`src/common/apes_defs.vh`:
```
`ifndef APES_DEFS_VH
`define APES_DEFS_VH
// ----------------------------------------
// Flash command codes
// ----------------------------------------
`define APES_CMD_PROG_A      8'h10
`define APES_CMD_PROG_B      8'h40
`define APES_CMD_ERASE       8'h30
`define APES_CMD_READ_STATUS 8'h70
`define APES_CMD_SUSPEND     8'hb0
`define APES_CMD_RESUME      8'hd0
`define APES_CMD_READ_ARRAY  8'hff
// ----------------------------------------
// Status register bits
// ----------------------------------------
`define APES_SR_READY        7
`define APES_SR_ERASE_ERR    5
`define APES_SR_PROG_ERR     4
`define APES_SR_SUPPLY_ERR   3
// ----------------------------------------
// Controller register offsets
// ----------------------------------------
`define APES_REG_CTRL        4'h0
`define APES_REG_ADDR        4'h1
`define APES_REG_DATA        4'h2
`define APES_REG_STATUS      4'h3
`define APES_REG_FLASH_SR    4'h4
`define APES_REG_RDATA       4'h5
// Control register operation codes
`define APES_OP_PROGRAM      3'h1
`define APES_OP_ERASE        3'h2
`define APES_OP_READ         3'h3
`define APES_OP_SUSPEND      3'h4
`define APES_OP_RESUME       3'h5
// ----------------------------------------
// Timing, 100 MHz reference clock
// ----------------------------------------
`define APES_CLK_NS          10
`define APES_VPS_NS          100
`define APES_VPS_CYC         ((`APES_VPS_NS + `APES_CLK_NS - 1) / `APES_CLK_NS)
`define APES_VPH_NS          100
`define APES_VPH_CYC         ((`APES_VPH_NS + `APES_CLK_NS - 1) / `APES_CLK_NS)
`define APES_WE_LOW_NS       50
`define APES_WE_LOW_CYC      ((`APES_WE_LOW_NS + `APES_CLK_NS - 1) / `APES_CLK_NS)
`define APES_WE_HIGH_NS      100
`define APES_WE_HIGH_CYC     ((`APES_WE_HIGH_NS + `APES_CLK_NS - 1) / `APES_CLK_NS)
`define APES_ACC_NS          120
`define APES_ACC_CYC         ((`APES_ACC_NS + `APES_CLK_NS - 1) / `APES_CLK_NS)
`define APES_PROG_MAX_US     1600
`define APES_PROG_MAX_CYC    (`APES_PROG_MAX_US * 1000 / `APES_CLK_NS)
`define APES_ERASE_MAX_MS    10000
`define APES_ERASE_MAX_CYC   (`APES_ERASE_MAX_MS * 100000)
`endif

```
`src/verilog/apes_host.v`:
```
// Local design decisions: the address-and-strobe port and the placing of the registers.
`timescale 1ns/1ps
`include "apes_defs.vh"
// Functional notes
// RULE1: The programming supply is raised to its high level before a program or erase setup write.
// RULE2: A byte program opens with a setup write of either accepted program code, both treated alike.
// RULE3: Straight after program setup the target address and data byte are written to start programming.
// RULE4: The device verifies and retries internally, so no verify step is issued here.
// RULE5: After start the status register is polled until its ready bit reads 1.
// RULE6: Supply range error bit 3 and program error bit 4 decide the program outcome.
// RULE7: A program finishes within 50 to 1600 us, beyond which a timeout is flagged; the code never sets timeout_q.
// RULE8: A block erase is a setup write of the erase code followed by a confirm write of the same code.
// RULE9: The device verifies erasure internally, so no erase verify is issued here.
// RULE10: While erase is busy, software may suspend and later resume instead of polling on.
// RULE11: After erase the device stays in status read mode until a new command is written.
// RULE12: After erase, status bits 3, 4 and 5 are examined for success or error.
// RULE13: A block erase takes about one second, so the timeout is set well beyond that; the code never flags a timeout.
// RULE14: The fast high-reliability erase mode would need host-side verify and is not offered.
// RULE15: Chip select and output enable stay high while the programming supply moves.
// RULE16: The block to erase is chosen by the address given with the erase confirm write.
// RULE17: No new program or erase is issued while busy, except a suspend request.
module apes_host #(
	parameter PROG_TIMEOUT  = `APES_PROG_MAX_CYC,
	parameter ERASE_TIMEOUT = `APES_ERASE_MAX_CYC
) (
	input  wire        ref_clk,
	input  wire        rst,
	input  wire [3:0]  reg_addr,
	input  wire [31:0] reg_wdata,
	input  wire        reg_wr,
	input  wire        reg_rd,
	output reg  [31:0] reg_rdata,
	output reg  [17:0] flash_addr,
	output reg  [7:0]  flash_dq_out,
	output reg         flash_dq_oe,
	input  wire [7:0]  flash_dq_in,
	output reg         flash_ce_n,
	output reg         flash_oe_n,
	output reg         flash_we_n,
	output reg         high_program_supply_level
);
	// ----------------------------------------
	// States
	// ----------------------------------------
	localparam S_IDLE    = 4'h0;
	localparam S_VPP_UP  = 4'h1;
	localparam S_WR_LOW  = 4'h2;
	localparam S_WR_HIGH = 4'h3;
	localparam S_RD_WAIT = 4'h4;
	localparam S_POLL    = 4'h5;
	localparam S_VPP_DN  = 4'h6;
	localparam S_RD_ARR  = 4'h7;

	localparam [31:0] VPS_CYC  = `APES_VPS_CYC;
	localparam [31:0] VPH_CYC  = `APES_VPH_CYC;
	localparam [31:0] WEL_CYC  = `APES_WE_LOW_CYC;
	localparam [31:0] WEH_CYC  = `APES_WE_HIGH_CYC;
	localparam [31:0] ACC_CYC  = `APES_ACC_CYC;
	localparam [31:0] PROG_TO  = PROG_TIMEOUT;
	localparam [31:0] ERASE_TO = ERASE_TIMEOUT;

	reg  [3:0]  state_q;
	reg  [2:0]  op_q;
	reg  [1:0]  step_q;
	reg  [17:0] addr_q;
	reg  [7:0]  data_q;
	reg  [7:0]  sr_q;
	reg  [7:0]  rdata_q;
	reg         busy_q;
	reg         done_q;
	reg         err_q;
	reg         timeout_q;
	reg         suspended_q;
	reg         erase_run_q;
	reg         tload_q;
	reg  [31:0] tcount_q;
	reg         poll_to_q;
	wire        tdone;
	wire [7:0]  dq_sync;

	// Any error bit set in a status byte
	function status_bad;
		input [7:0] sr;
		begin
			status_bad = sr[`APES_SR_SUPPLY_ERR] | sr[`APES_SR_PROG_ERR] | sr[`APES_SR_ERASE_ERR];
		end
	endfunction

	apes_sync #(
		.W(8)
	) u_sync (
		.ref_clk(ref_clk),
		.rst    (rst),
		.din    (flash_dq_in),
		.dout   (dq_sync)
	);

	apes_timer #(
		.W(32)
	) u_timer (
		.ref_clk(ref_clk),
		.rst    (rst),
		.load   (tload_q),
		.count  (tcount_q),
		.done   (tdone)
	);

	// ----------------------------------------
	// Register read port
	// ----------------------------------------
	always @(posedge ref_clk or posedge rst) begin
		if (rst)
			reg_rdata <= 32'h0000_0000;
		else if (reg_rd) begin
			if (reg_addr == `APES_REG_CTRL)
				reg_rdata <= {29'h0, op_q};
			else if (reg_addr == `APES_REG_ADDR)
				reg_rdata <= {14'h0, addr_q};
			else if (reg_addr == `APES_REG_DATA)
				reg_rdata <= {24'h0, data_q};
			else if (reg_addr == `APES_REG_STATUS)
				reg_rdata <= {27'h0, suspended_q, timeout_q, err_q, done_q, busy_q};
			else if (reg_addr == `APES_REG_FLASH_SR)
				reg_rdata <= {24'h0, sr_q};
			else if (reg_addr == `APES_REG_RDATA)
				reg_rdata <= {24'h0, rdata_q};
			else
				reg_rdata <= 32'h0000_0000;
		end else
			reg_rdata <= 32'h0000_0000;
	end

	// ----------------------------------------
	// Sequencer
	// ----------------------------------------
	wire ctrl_wr = reg_wr && (reg_addr == `APES_REG_CTRL);

	always @(posedge ref_clk or posedge rst) begin
		if (rst) begin
			state_q                   <= S_IDLE;
			op_q                      <= 3'h0;
			step_q                    <= 2'h0;
			addr_q                    <= 18'h00000;
			data_q                    <= 8'h00;
			sr_q                      <= 8'h00;
			rdata_q                   <= 8'h00;
			busy_q                    <= 1'b0;
			done_q                    <= 1'b0;
			err_q                     <= 1'b0;
			timeout_q                 <= 1'b0;
			suspended_q               <= 1'b0;
			erase_run_q               <= 1'b0;
			poll_to_q                 <= 1'b0;
			tload_q                   <= 1'b0;
			tcount_q                  <= 32'h0000_0000;
			flash_addr                <= 18'h00000;
			flash_dq_out              <= 8'h00;
			flash_dq_oe               <= 1'b0;
			flash_ce_n                <= 1'b1;
			flash_oe_n                <= 1'b1;
			flash_we_n                <= 1'b1;
			high_program_supply_level <= 1'b0;
		end else begin
			tload_q <= 1'b0;
			if (reg_wr && reg_addr == `APES_REG_ADDR && !busy_q)
				addr_q <= reg_wdata[17:0];
			if (reg_wr && reg_addr == `APES_REG_DATA && !busy_q)
				data_q <= reg_wdata[7:0];
			case (state_q)
			S_IDLE: begin
				if (ctrl_wr && !busy_q) begin // RULE17
					op_q      <= reg_wdata[2:0];
					busy_q    <= 1'b1;
					done_q    <= 1'b0;
					err_q     <= 1'b0;
					timeout_q <= 1'b0;
					step_q    <= 2'h0;
					if (reg_wdata[2:0] == `APES_OP_READ) begin
						// Leave status mode first: read array command
						flash_ce_n   <= 1'b0; // RULE11
						flash_we_n   <= 1'b0;
						flash_dq_oe  <= 1'b1;
						flash_dq_out <= `APES_CMD_READ_ARRAY;
						flash_addr   <= addr_q;
						tcount_q     <= WEL_CYC;
						tload_q      <= 1'b1;
						state_q      <= S_WR_LOW;
					end else if (reg_wdata[2:0] == `APES_OP_PROGRAM || reg_wdata[2:0] == `APES_OP_ERASE) begin
						high_program_supply_level <= 1'b1; // RULE1 RULE15
						tcount_q                  <= VPS_CYC;
						tload_q                   <= 1'b1;
						erase_run_q               <= (reg_wdata[2:0] == `APES_OP_ERASE); // RULE14
						suspended_q               <= 1'b0;
						state_q                   <= S_VPP_UP;
					end else if (reg_wdata[2:0] == `APES_OP_RESUME && suspended_q) begin // RULE10
						suspended_q   <= 1'b0;
						step_q        <= 2'h2;
						flash_dq_out  <= `APES_CMD_RESUME;
						state_q       <= S_VPP_UP;
						tcount_q      <= VPS_CYC;
						tload_q       <= 1'b1;
					end else
						busy_q <= 1'b0;
				end
			end
			S_VPP_UP: begin
				if (tdone && !tload_q) begin
					flash_ce_n  <= 1'b0;
					flash_we_n  <= 1'b0;
					flash_dq_oe <= 1'b1;
					if (step_q == 2'h0) begin
						flash_addr   <= addr_q;
						flash_dq_out <= erase_run_q ? `APES_CMD_ERASE : `APES_CMD_PROG_B; // RULE2 RULE8
					end
					tcount_q <= WEL_CYC;
					tload_q  <= 1'b1;
					state_q  <= S_WR_LOW;
				end
			end
			S_WR_LOW: begin
				if (tdone && !tload_q) begin
					// Chip select held low past the rising strobe
					flash_we_n <= 1'b1;
					tcount_q   <= WEH_CYC;
					tload_q    <= 1'b1;
					state_q    <= S_WR_HIGH;
				end
			end
			S_WR_HIGH: begin
				if (tdone && !tload_q) begin
					flash_dq_oe <= 1'b0;
					if (op_q == `APES_OP_READ) begin
						flash_oe_n <= 1'b0;
						tcount_q   <= ACC_CYC;
						tload_q    <= 1'b1;
						state_q    <= S_RD_ARR;
					end else if (step_q == 2'h0) begin
						step_q      <= 2'h1;
						flash_ce_n  <= 1'b0;
						flash_we_n  <= 1'b0;
						flash_dq_oe <= 1'b1;
						flash_addr  <= addr_q; // RULE16
						// Second write: byte data or erase confirm
						flash_dq_out <= erase_run_q ? `APES_CMD_ERASE : data_q; // RULE3 RULE8
						tcount_q     <= WEL_CYC;
						tload_q      <= 1'b1;
						state_q      <= S_WR_LOW;
					end else begin
						// Device answers status reads now; no verify issued
						flash_ce_n <= 1'b0; // RULE4 RULE9 RULE11
						flash_oe_n <= 1'b0;
						poll_to_q  <= 1'b1;
						tcount_q   <= erase_run_q ? ERASE_TO : PROG_TO; // RULE7 RULE13
						tload_q    <= 1'b1;
						state_q    <= S_POLL;
					end
				end
			end
			S_POLL: begin
				if (!tload_q && poll_to_q) begin
					poll_to_q <= 1'b0;
					tcount_q  <= ACC_CYC;
					tload_q   <= 1'b1;
					state_q   <= S_RD_WAIT;
				end
			end
			S_RD_WAIT: begin
				if (ctrl_wr && reg_wdata[2:0] == `APES_OP_SUSPEND && erase_run_q) begin // RULE10 RULE17
					flash_oe_n   <= 1'b1;
					flash_ce_n   <= 1'b0;
					flash_we_n   <= 1'b0;
					flash_dq_oe  <= 1'b1;
					flash_dq_out <= `APES_CMD_SUSPEND;
					suspended_q  <= 1'b1;
					step_q       <= 2'h3;
					tcount_q     <= WEL_CYC;
					tload_q      <= 1'b1;
					state_q      <= S_WR_LOW;
				end else if (!tload_q && tdone) begin
					sr_q <= dq_sync;
					if (dq_sync[`APES_SR_READY]) begin // RULE5
						err_q   <= status_bad(dq_sync); // RULE6 RULE12
						done_q  <= 1'b1;
						tcount_q <= VPH_CYC;
						tload_q  <= 1'b1;
						flash_ce_n <= 1'b1;
						flash_oe_n <= 1'b1;
						state_q  <= S_VPP_DN;
					end else begin
						tcount_q <= ACC_CYC;
						tload_q  <= 1'b1;
					end
				end
			end
			S_VPP_DN: begin
				if (!tload_q && tdone) begin
					high_program_supply_level <= 1'b0; // RULE15
					busy_q      <= 1'b0;
					erase_run_q <= 1'b0;
					state_q     <= S_IDLE;
				end
			end
			S_RD_ARR: begin
				if (!tload_q && tdone) begin
					rdata_q    <= dq_sync;
					flash_ce_n <= 1'b1;
					flash_oe_n <= 1'b1;
					busy_q     <= 1'b0;
					done_q     <= 1'b1;
					state_q    <= S_IDLE;
				end
			end
			default: state_q <= S_IDLE;
			endcase
			// Suspend write completes: drop back to idle with supply held
			if (state_q == S_WR_HIGH && step_q == 2'h3 && tdone && !tload_q) begin
				flash_ce_n <= 1'b1;
				flash_oe_n <= 1'b1;
				poll_to_q  <= 1'b0;
				busy_q     <= 1'b0;
				state_q    <= S_IDLE;
			end
			// Timeout check is tied off with 1'b0, so timeout_q never sets
			if (state_q == S_RD_WAIT && tdone && !tload_q && timeout_q == 1'b0 && 1'b0)
				timeout_q <= 1'b1;
		end
	end
endmodule

```
`src/verilog/apes_sync.v`:
```
`timescale 1ns/1ps
`include "apes_defs.vh"
module apes_sync #(
	parameter W = 8
) (
	input  wire         ref_clk,
	input  wire         rst,
	input  wire [W-1:0] din,
	output reg  [W-1:0] dout
);
	reg [W-1:0] s1_q;
	reg [W-1:0] s2_q;
	reg [W-1:0] s3_q;
	// ----------------------------------------
	// Three stages, accept when last two agree
	// ----------------------------------------
	always @(posedge ref_clk or posedge rst) begin
		if (rst) begin
			s1_q <= {W{1'b0}};
			s2_q <= {W{1'b0}};
			s3_q <= {W{1'b0}};
			dout <= {W{1'b0}};
		end else begin
			s1_q <= din;
			s2_q <= s1_q;
			s3_q <= s2_q;
			if (s2_q == s3_q)
				dout <= s3_q;
		end
	end
endmodule

```
`src/verilog/apes_timer.v`:
```
`timescale 1ns/1ps
module apes_timer #(
	parameter W = 32
) (
	input  wire         ref_clk,
	input  wire         rst,
	input  wire         load,
	input  wire [W-1:0] count,
	output wire         done
);
	reg [W-1:0] cnt_q;
	// ----------------------------------------
	// Down counter, done while zero and not loading
	// ----------------------------------------
	always @(posedge ref_clk or posedge rst) begin
		if (rst)
			cnt_q <= {W{1'b0}};
		else if (load)
			cnt_q <= count;
		else if (cnt_q != {W{1'b0}})
			cnt_q <= cnt_q - {{(W-1){1'b0}}, 1'b1};
	end
	assign done = (cnt_q == {W{1'b0}}) && !load;
endmodule

```
`config.mk`:
```
export PLATFORM = sky130hd
export DESIGN_NAME = apes_host
export DESIGN_NICKNAME = d
export VERILOG_FILES = /design/src/verilog/apes_host.v /design/src/verilog/apes_sync.v /design/src/verilog/apes_timer.v
export VERILOG_INCLUDE_DIRS = /design/src /design/src/common
export SDC_FILE = /design/constraint.sdc
export NUM_CORES = 1
export LEC_CHECK = 0
export ABC_AREA = 1
export BUFFER_PORTS_ARGS = -buffer_cell sky130_fd_sc_hd__buf_2
export CAP_MARGIN = 20
export CORE_AREA = 4 4 124 156
export DETAILED_ROUTE_END_ITERATION = 10
export DIE_AREA = 0 0 128 160
export GPL_TIMING_DRIVEN = 0
export PLACE_DENSITY = 0.81
export SYNTH_ARGS = -nofsm -noshare
export SYNTH_HDL_FRONTEND = slang
export SYNTH_HIERARCHICAL = 1
export SYNTH_SLANG_ARGS = --single-unit
```
`constraint.sdc`:
```
create_clock -name ref_clk -period 3 [get_ports ref_clk]
set_input_delay 0.3 -clock ref_clk [delete_from_list [all_inputs] [get_ports ref_clk]]
set_output_delay 0.3 -clock ref_clk [all_outputs]
set_load 0.1 [all_outputs]
```
==> impl_metrics.csv <==
group,metric,value,unit
pwr,clockPowerShare,40.1,%
flow_run,maxCapViolCount,0,
synthesis,synth_top_area_share,46.76,%
finish,nets,1350,
timing,min_period,2.725,ns
clock_tree,clock_latency,0.43,ns
synthesis,synthTopCellsByArea,"dfrtp_1, nand2_1, inv_1, nor2_1, nand3_1",
finish,fillers,1539,
floorplanning,die_area,20480,µm²
finish,drive_above_1_share,21.19,%
setup_path,startpoint_type,"flop",
setup_path,crit_type,"reg2reg",
global_route,grt_first_pass_wirelength,39100,µm
clock_tree,cts_buffer_depth,2,
detailed_routing,first_iter_violations,728,
floorplanning,fp-row-count,55,
detailed_routing,dr.pass1.iters,6,
placed_design,place_ws,0.3555,ns
timing,slew_viol_final,0,
global_route,grt_pass1_vias,7935,
placed_design,dp_hpwl,17810,µm
floorplanning,initial_core_util,52.05,%
pwr,power_switching,1.697,mW
detailed_routing,drc,0,
clock_tree,htree_num_levels,4,
synthesis,syn_area,9313,µm²
global_route,track_usage,23.75,%
finish,areaGrowthSynthToFinish,16.77,%
clock_tree,cts_setup_buffers,0,
timing,finClkSkew,0.01597,ns
global_route,grt_max_degree,44,
setup_path,path_max_fanout,10,
finish,final_core_util,60.78,%
floorplanning,ios,111,
pwr,switching_share,30.81,%
timing,finalHoldViolCount,0,
global_route,grt_overflow,0,
clock_tree,cts_tree,"yes",
global_route,antenna_found_initial,0,
synthesis,yosysTopAreaCell,"dfrtp_1",
detailed_routing,drt-total-wl,23840,µm
floorplanning,core,17890,µm²
finish,n_antenna_cell,0,
pwr,p_int,3.811,mW
clock_tree,path_clk_slew,0.08,ns
timing,fin_ws,0.2750,ns
pwr,leakage,5.756,nW
clock_tree,post_cts_resized,0,
pwr,power_frac_seq,46.7,%
timing,worst_pin_slew,0.8257,ns
detailed_routing,vias,8059,
clock_tree,root_buffer,"clkbuf_16",
detailed_routing,ant_nets,0,
floorplanning,fp.dieH,160,µm
synthesis,synth_edf_count,0,
detailed_routing,vias_per_cell,5.233,
run_status,status,"finished, final reports clean",
placed_design,placement.io_buffers,82,
synthesis,synth-main-ff-cell,"dfrtp_1",
pwr,total_power,5.507,mW
synthesis,synthCells,1161,
clock_tree,clock-sinks,177,
hold_path,worstHoldPathType,"in2async",
synthesis,synth-seq-cells,177,
setup_path,end_kind,"flop",
pwr,power_density,506.4,nW/µm²
timing,fin_crit_sh,90.83,%
timing,rsz0062_at_grt,"false",
placed_design,routabilityCongestion,1.000,
synthesis,async_reset_ff_share,100.0,%
clock_tree,cts_inserted_buffers,17,
synthesis,synth.yosys.seq_area_share,47.60,%
synthesis,syn_area_per_cell,8.021,µm²
detailed_routing,avgRoutedWirePerCell,15.48,µm
pwr,pwr-share-comb,13.2,%
timing,timing.setup.tns,0,ns
clock_tree,hold_buffers,8,
floorplanning,die_w,128,µm
synthesis,synth_cell_types,44,
pwr,vdd_drop_max,377.5,µV
synthesis,yosysWarnings,6,
timing,slew_headroom,44.90,%
timing,setup_viol,0,
finish,design_area,10870,µm²
placed_design,dpl_cell_area,10200,µm²
setup_path,critPathRequiredTime,3.33,ns
setup_path,arrival,3.05,ns
timing,max_freq,367.0,MHz
cells in the mapped netlist, types with 2 or more instances:
library cell	count
nor2_4	10
a31oi_1	3
nand2_1	273
nor2_8	3
nand3_1	75
buf_2	8
inv_4	3
nand2_4	6
nand3_2	5
clkbuf_1	4
buf_6	12
inv_1	144
a21oi_2	2
a21oi_1	52
dfstp_2	3
o31ai_1	2
xnor2_1	7
nand3_4	3
o21ai_2	26
inv_2	7
nand2_2	23
nand4_1	21
o21ai_1	34
or2_2	3
ha_1	3
nor3_1	6
o211ai_1	6
nor2_1	144
dfrtp_1	174
buf_4	16
o21ai_0	41
clkinv_2	2
o22ai_1	7
mux2_2	3
nor2_2	21
cell type report:
class | instances | area, µm² | share of cell area, %
clock buffers | 18 | 429.2 | 3.947
flip-flops and latches | 177 | 4433 | 40.77
repair buffers | 94 | 585.6 | 5.385
well taps | 228 | 285.3 | 2.623
clock inverters | 14 | 163.9 | 1.507
multi-input cells | 812 | 4064 | 37.37
plain buffers | 40 | 310.3 | 2.854
inverters | 157 | 603.1 | 5.546
final timing paths:
check	start	slack, ns	cells after the start	endpoint
worst min register to register	u_sync/s1_q[1]	0.35	0	u_sync/s2_q[1]
worst max-delay path	u_timer/cnt_q[0]	0.27	17	state_q[2]
worst max register to register	u_timer/cnt_q[0]	0.27	17	state_q[2]
max in group asynchronous	rst	2.34	3	flash_ce_n
min in group ref_clk	reg_wdata[9]	0.11	3	addr_q[9]
worst min-delay path	rst	0.002	2	poll_to_q
cells in the final DEF (no fill, tap or decap), types with 4 or more instances in the layout:
cell	synthesis	layout
clkbuf_1	4	5
nand3_2	5	5
buf_2	8	90
o211ai_1	6	6
buf_4	16	16
clkbuf_16	0	17
o21ai_2	26	26
nand4_1	21	21
inv_1	144	143
buf_6	12	12
nor2_2	21	21
nor2_4	10	10
a21oi_1	52	52
o21ai_1	34	34
dlygate4sd3_1	0	8
inv_8	0	5
o22ai_1	7	7
conb_1	1	26
nor2_1	144	144
o21ai_0	41	41
dfrtp_1	174	174
nor3_1	6	6
clkinv_8	0	4
xnor2_1	7	7
nand2_2	23	23
nand3_1	75	75
inv_2	7	7
nand2_1	273	273
nand2_4	6	6
stage by stage:
stage | cells | hold WS, ns
floorplan | 1186 | 0.3312
global placement | 1496 | 0.3337
detailed placement | 1500 | 0.3365
CTS | 1540 | 0.01917
global route | 1540 | 0.05889
finish | 1540 | 0.001698
worst max-delay path, stage by stage (launching register included):
cell and delay (ns):
dfrtp_1 0.39, inv_1 0.12, ha_1 0.26, nand3_2 0.16
nor2_2 0.17, nand3_2 0.11, nor2_4 0.12, buf_6 0.17
nand2_1 0.12, buf_6 0.18, inv_4 0.09, nor2_1 0.05
a21oi_1 0.18, nand2_1 0.15, nor2_2 0.14, nand2_1 0.10
nand2_1 0.07, nand2_1 0.05
power by group through the flow:
stage | Clock, mW | Sequential, mW | Combinational (mW)
2_1_floorplan | 0 | 2.64 | 0.505
6_report | 2.21 | 2.57 | 0.727
4_1_cts | 2.24 | 2.57 | 0.724
3_5_place_dp | 0 | 2.61 | 0.707
5_1_grt | 2.35 | 2.58 | 0.812
3_3_place_gp | 0 | 2.61 | 0.677
state kept, by name, summed over array words and instances (netlist names), 2 cells and up:
| register | flops |
|---|---|
| u_sync/s2_q | 8 |
| data_q | 8 |
| u_sync/s3_q | 8 |
| u_sync/s1_q | 8 |
| flash_dq_out | 8 |
| u_sync/dout | 8 |
| op_q | 3 |
| flash_addr | 18 |
| step_q | 2 |
| u_timer/cnt_q | 32 |
| rdata_q | 8 |
| state_q | 3 |
| addr_q | 18 |
| reg_rdata | 18 |
| tcount_q | 7 |
| sr_q | 8 |
cells by family after synthesis:
logic type	after synthesis	synth area share [%]
simple gates	595	29.72
xor+xnor	8	0.7524
other cells	1	0.04027
compound gates	177	11.35
flops	177	47.60
buf+inv	197	9.768
mux	3	0.3627
fa+ha+maj	3	0.4031
per-layer routing:
| metal | vias up | part of all wire, % | global-route usage, % |
|---|---|---|---|
| met4 | 0 | 4.0 | 10.96 |
| met2 | 291 | 53 | 42.68 |
| met1 | 3756 | 38 | 27.87 |
| met3 | 74 | 4.7 | 3.011 |
| li1 | 3938 | - | - |
| met5 | - | 0 | 0 |
(Power assumes the default switching activity.)
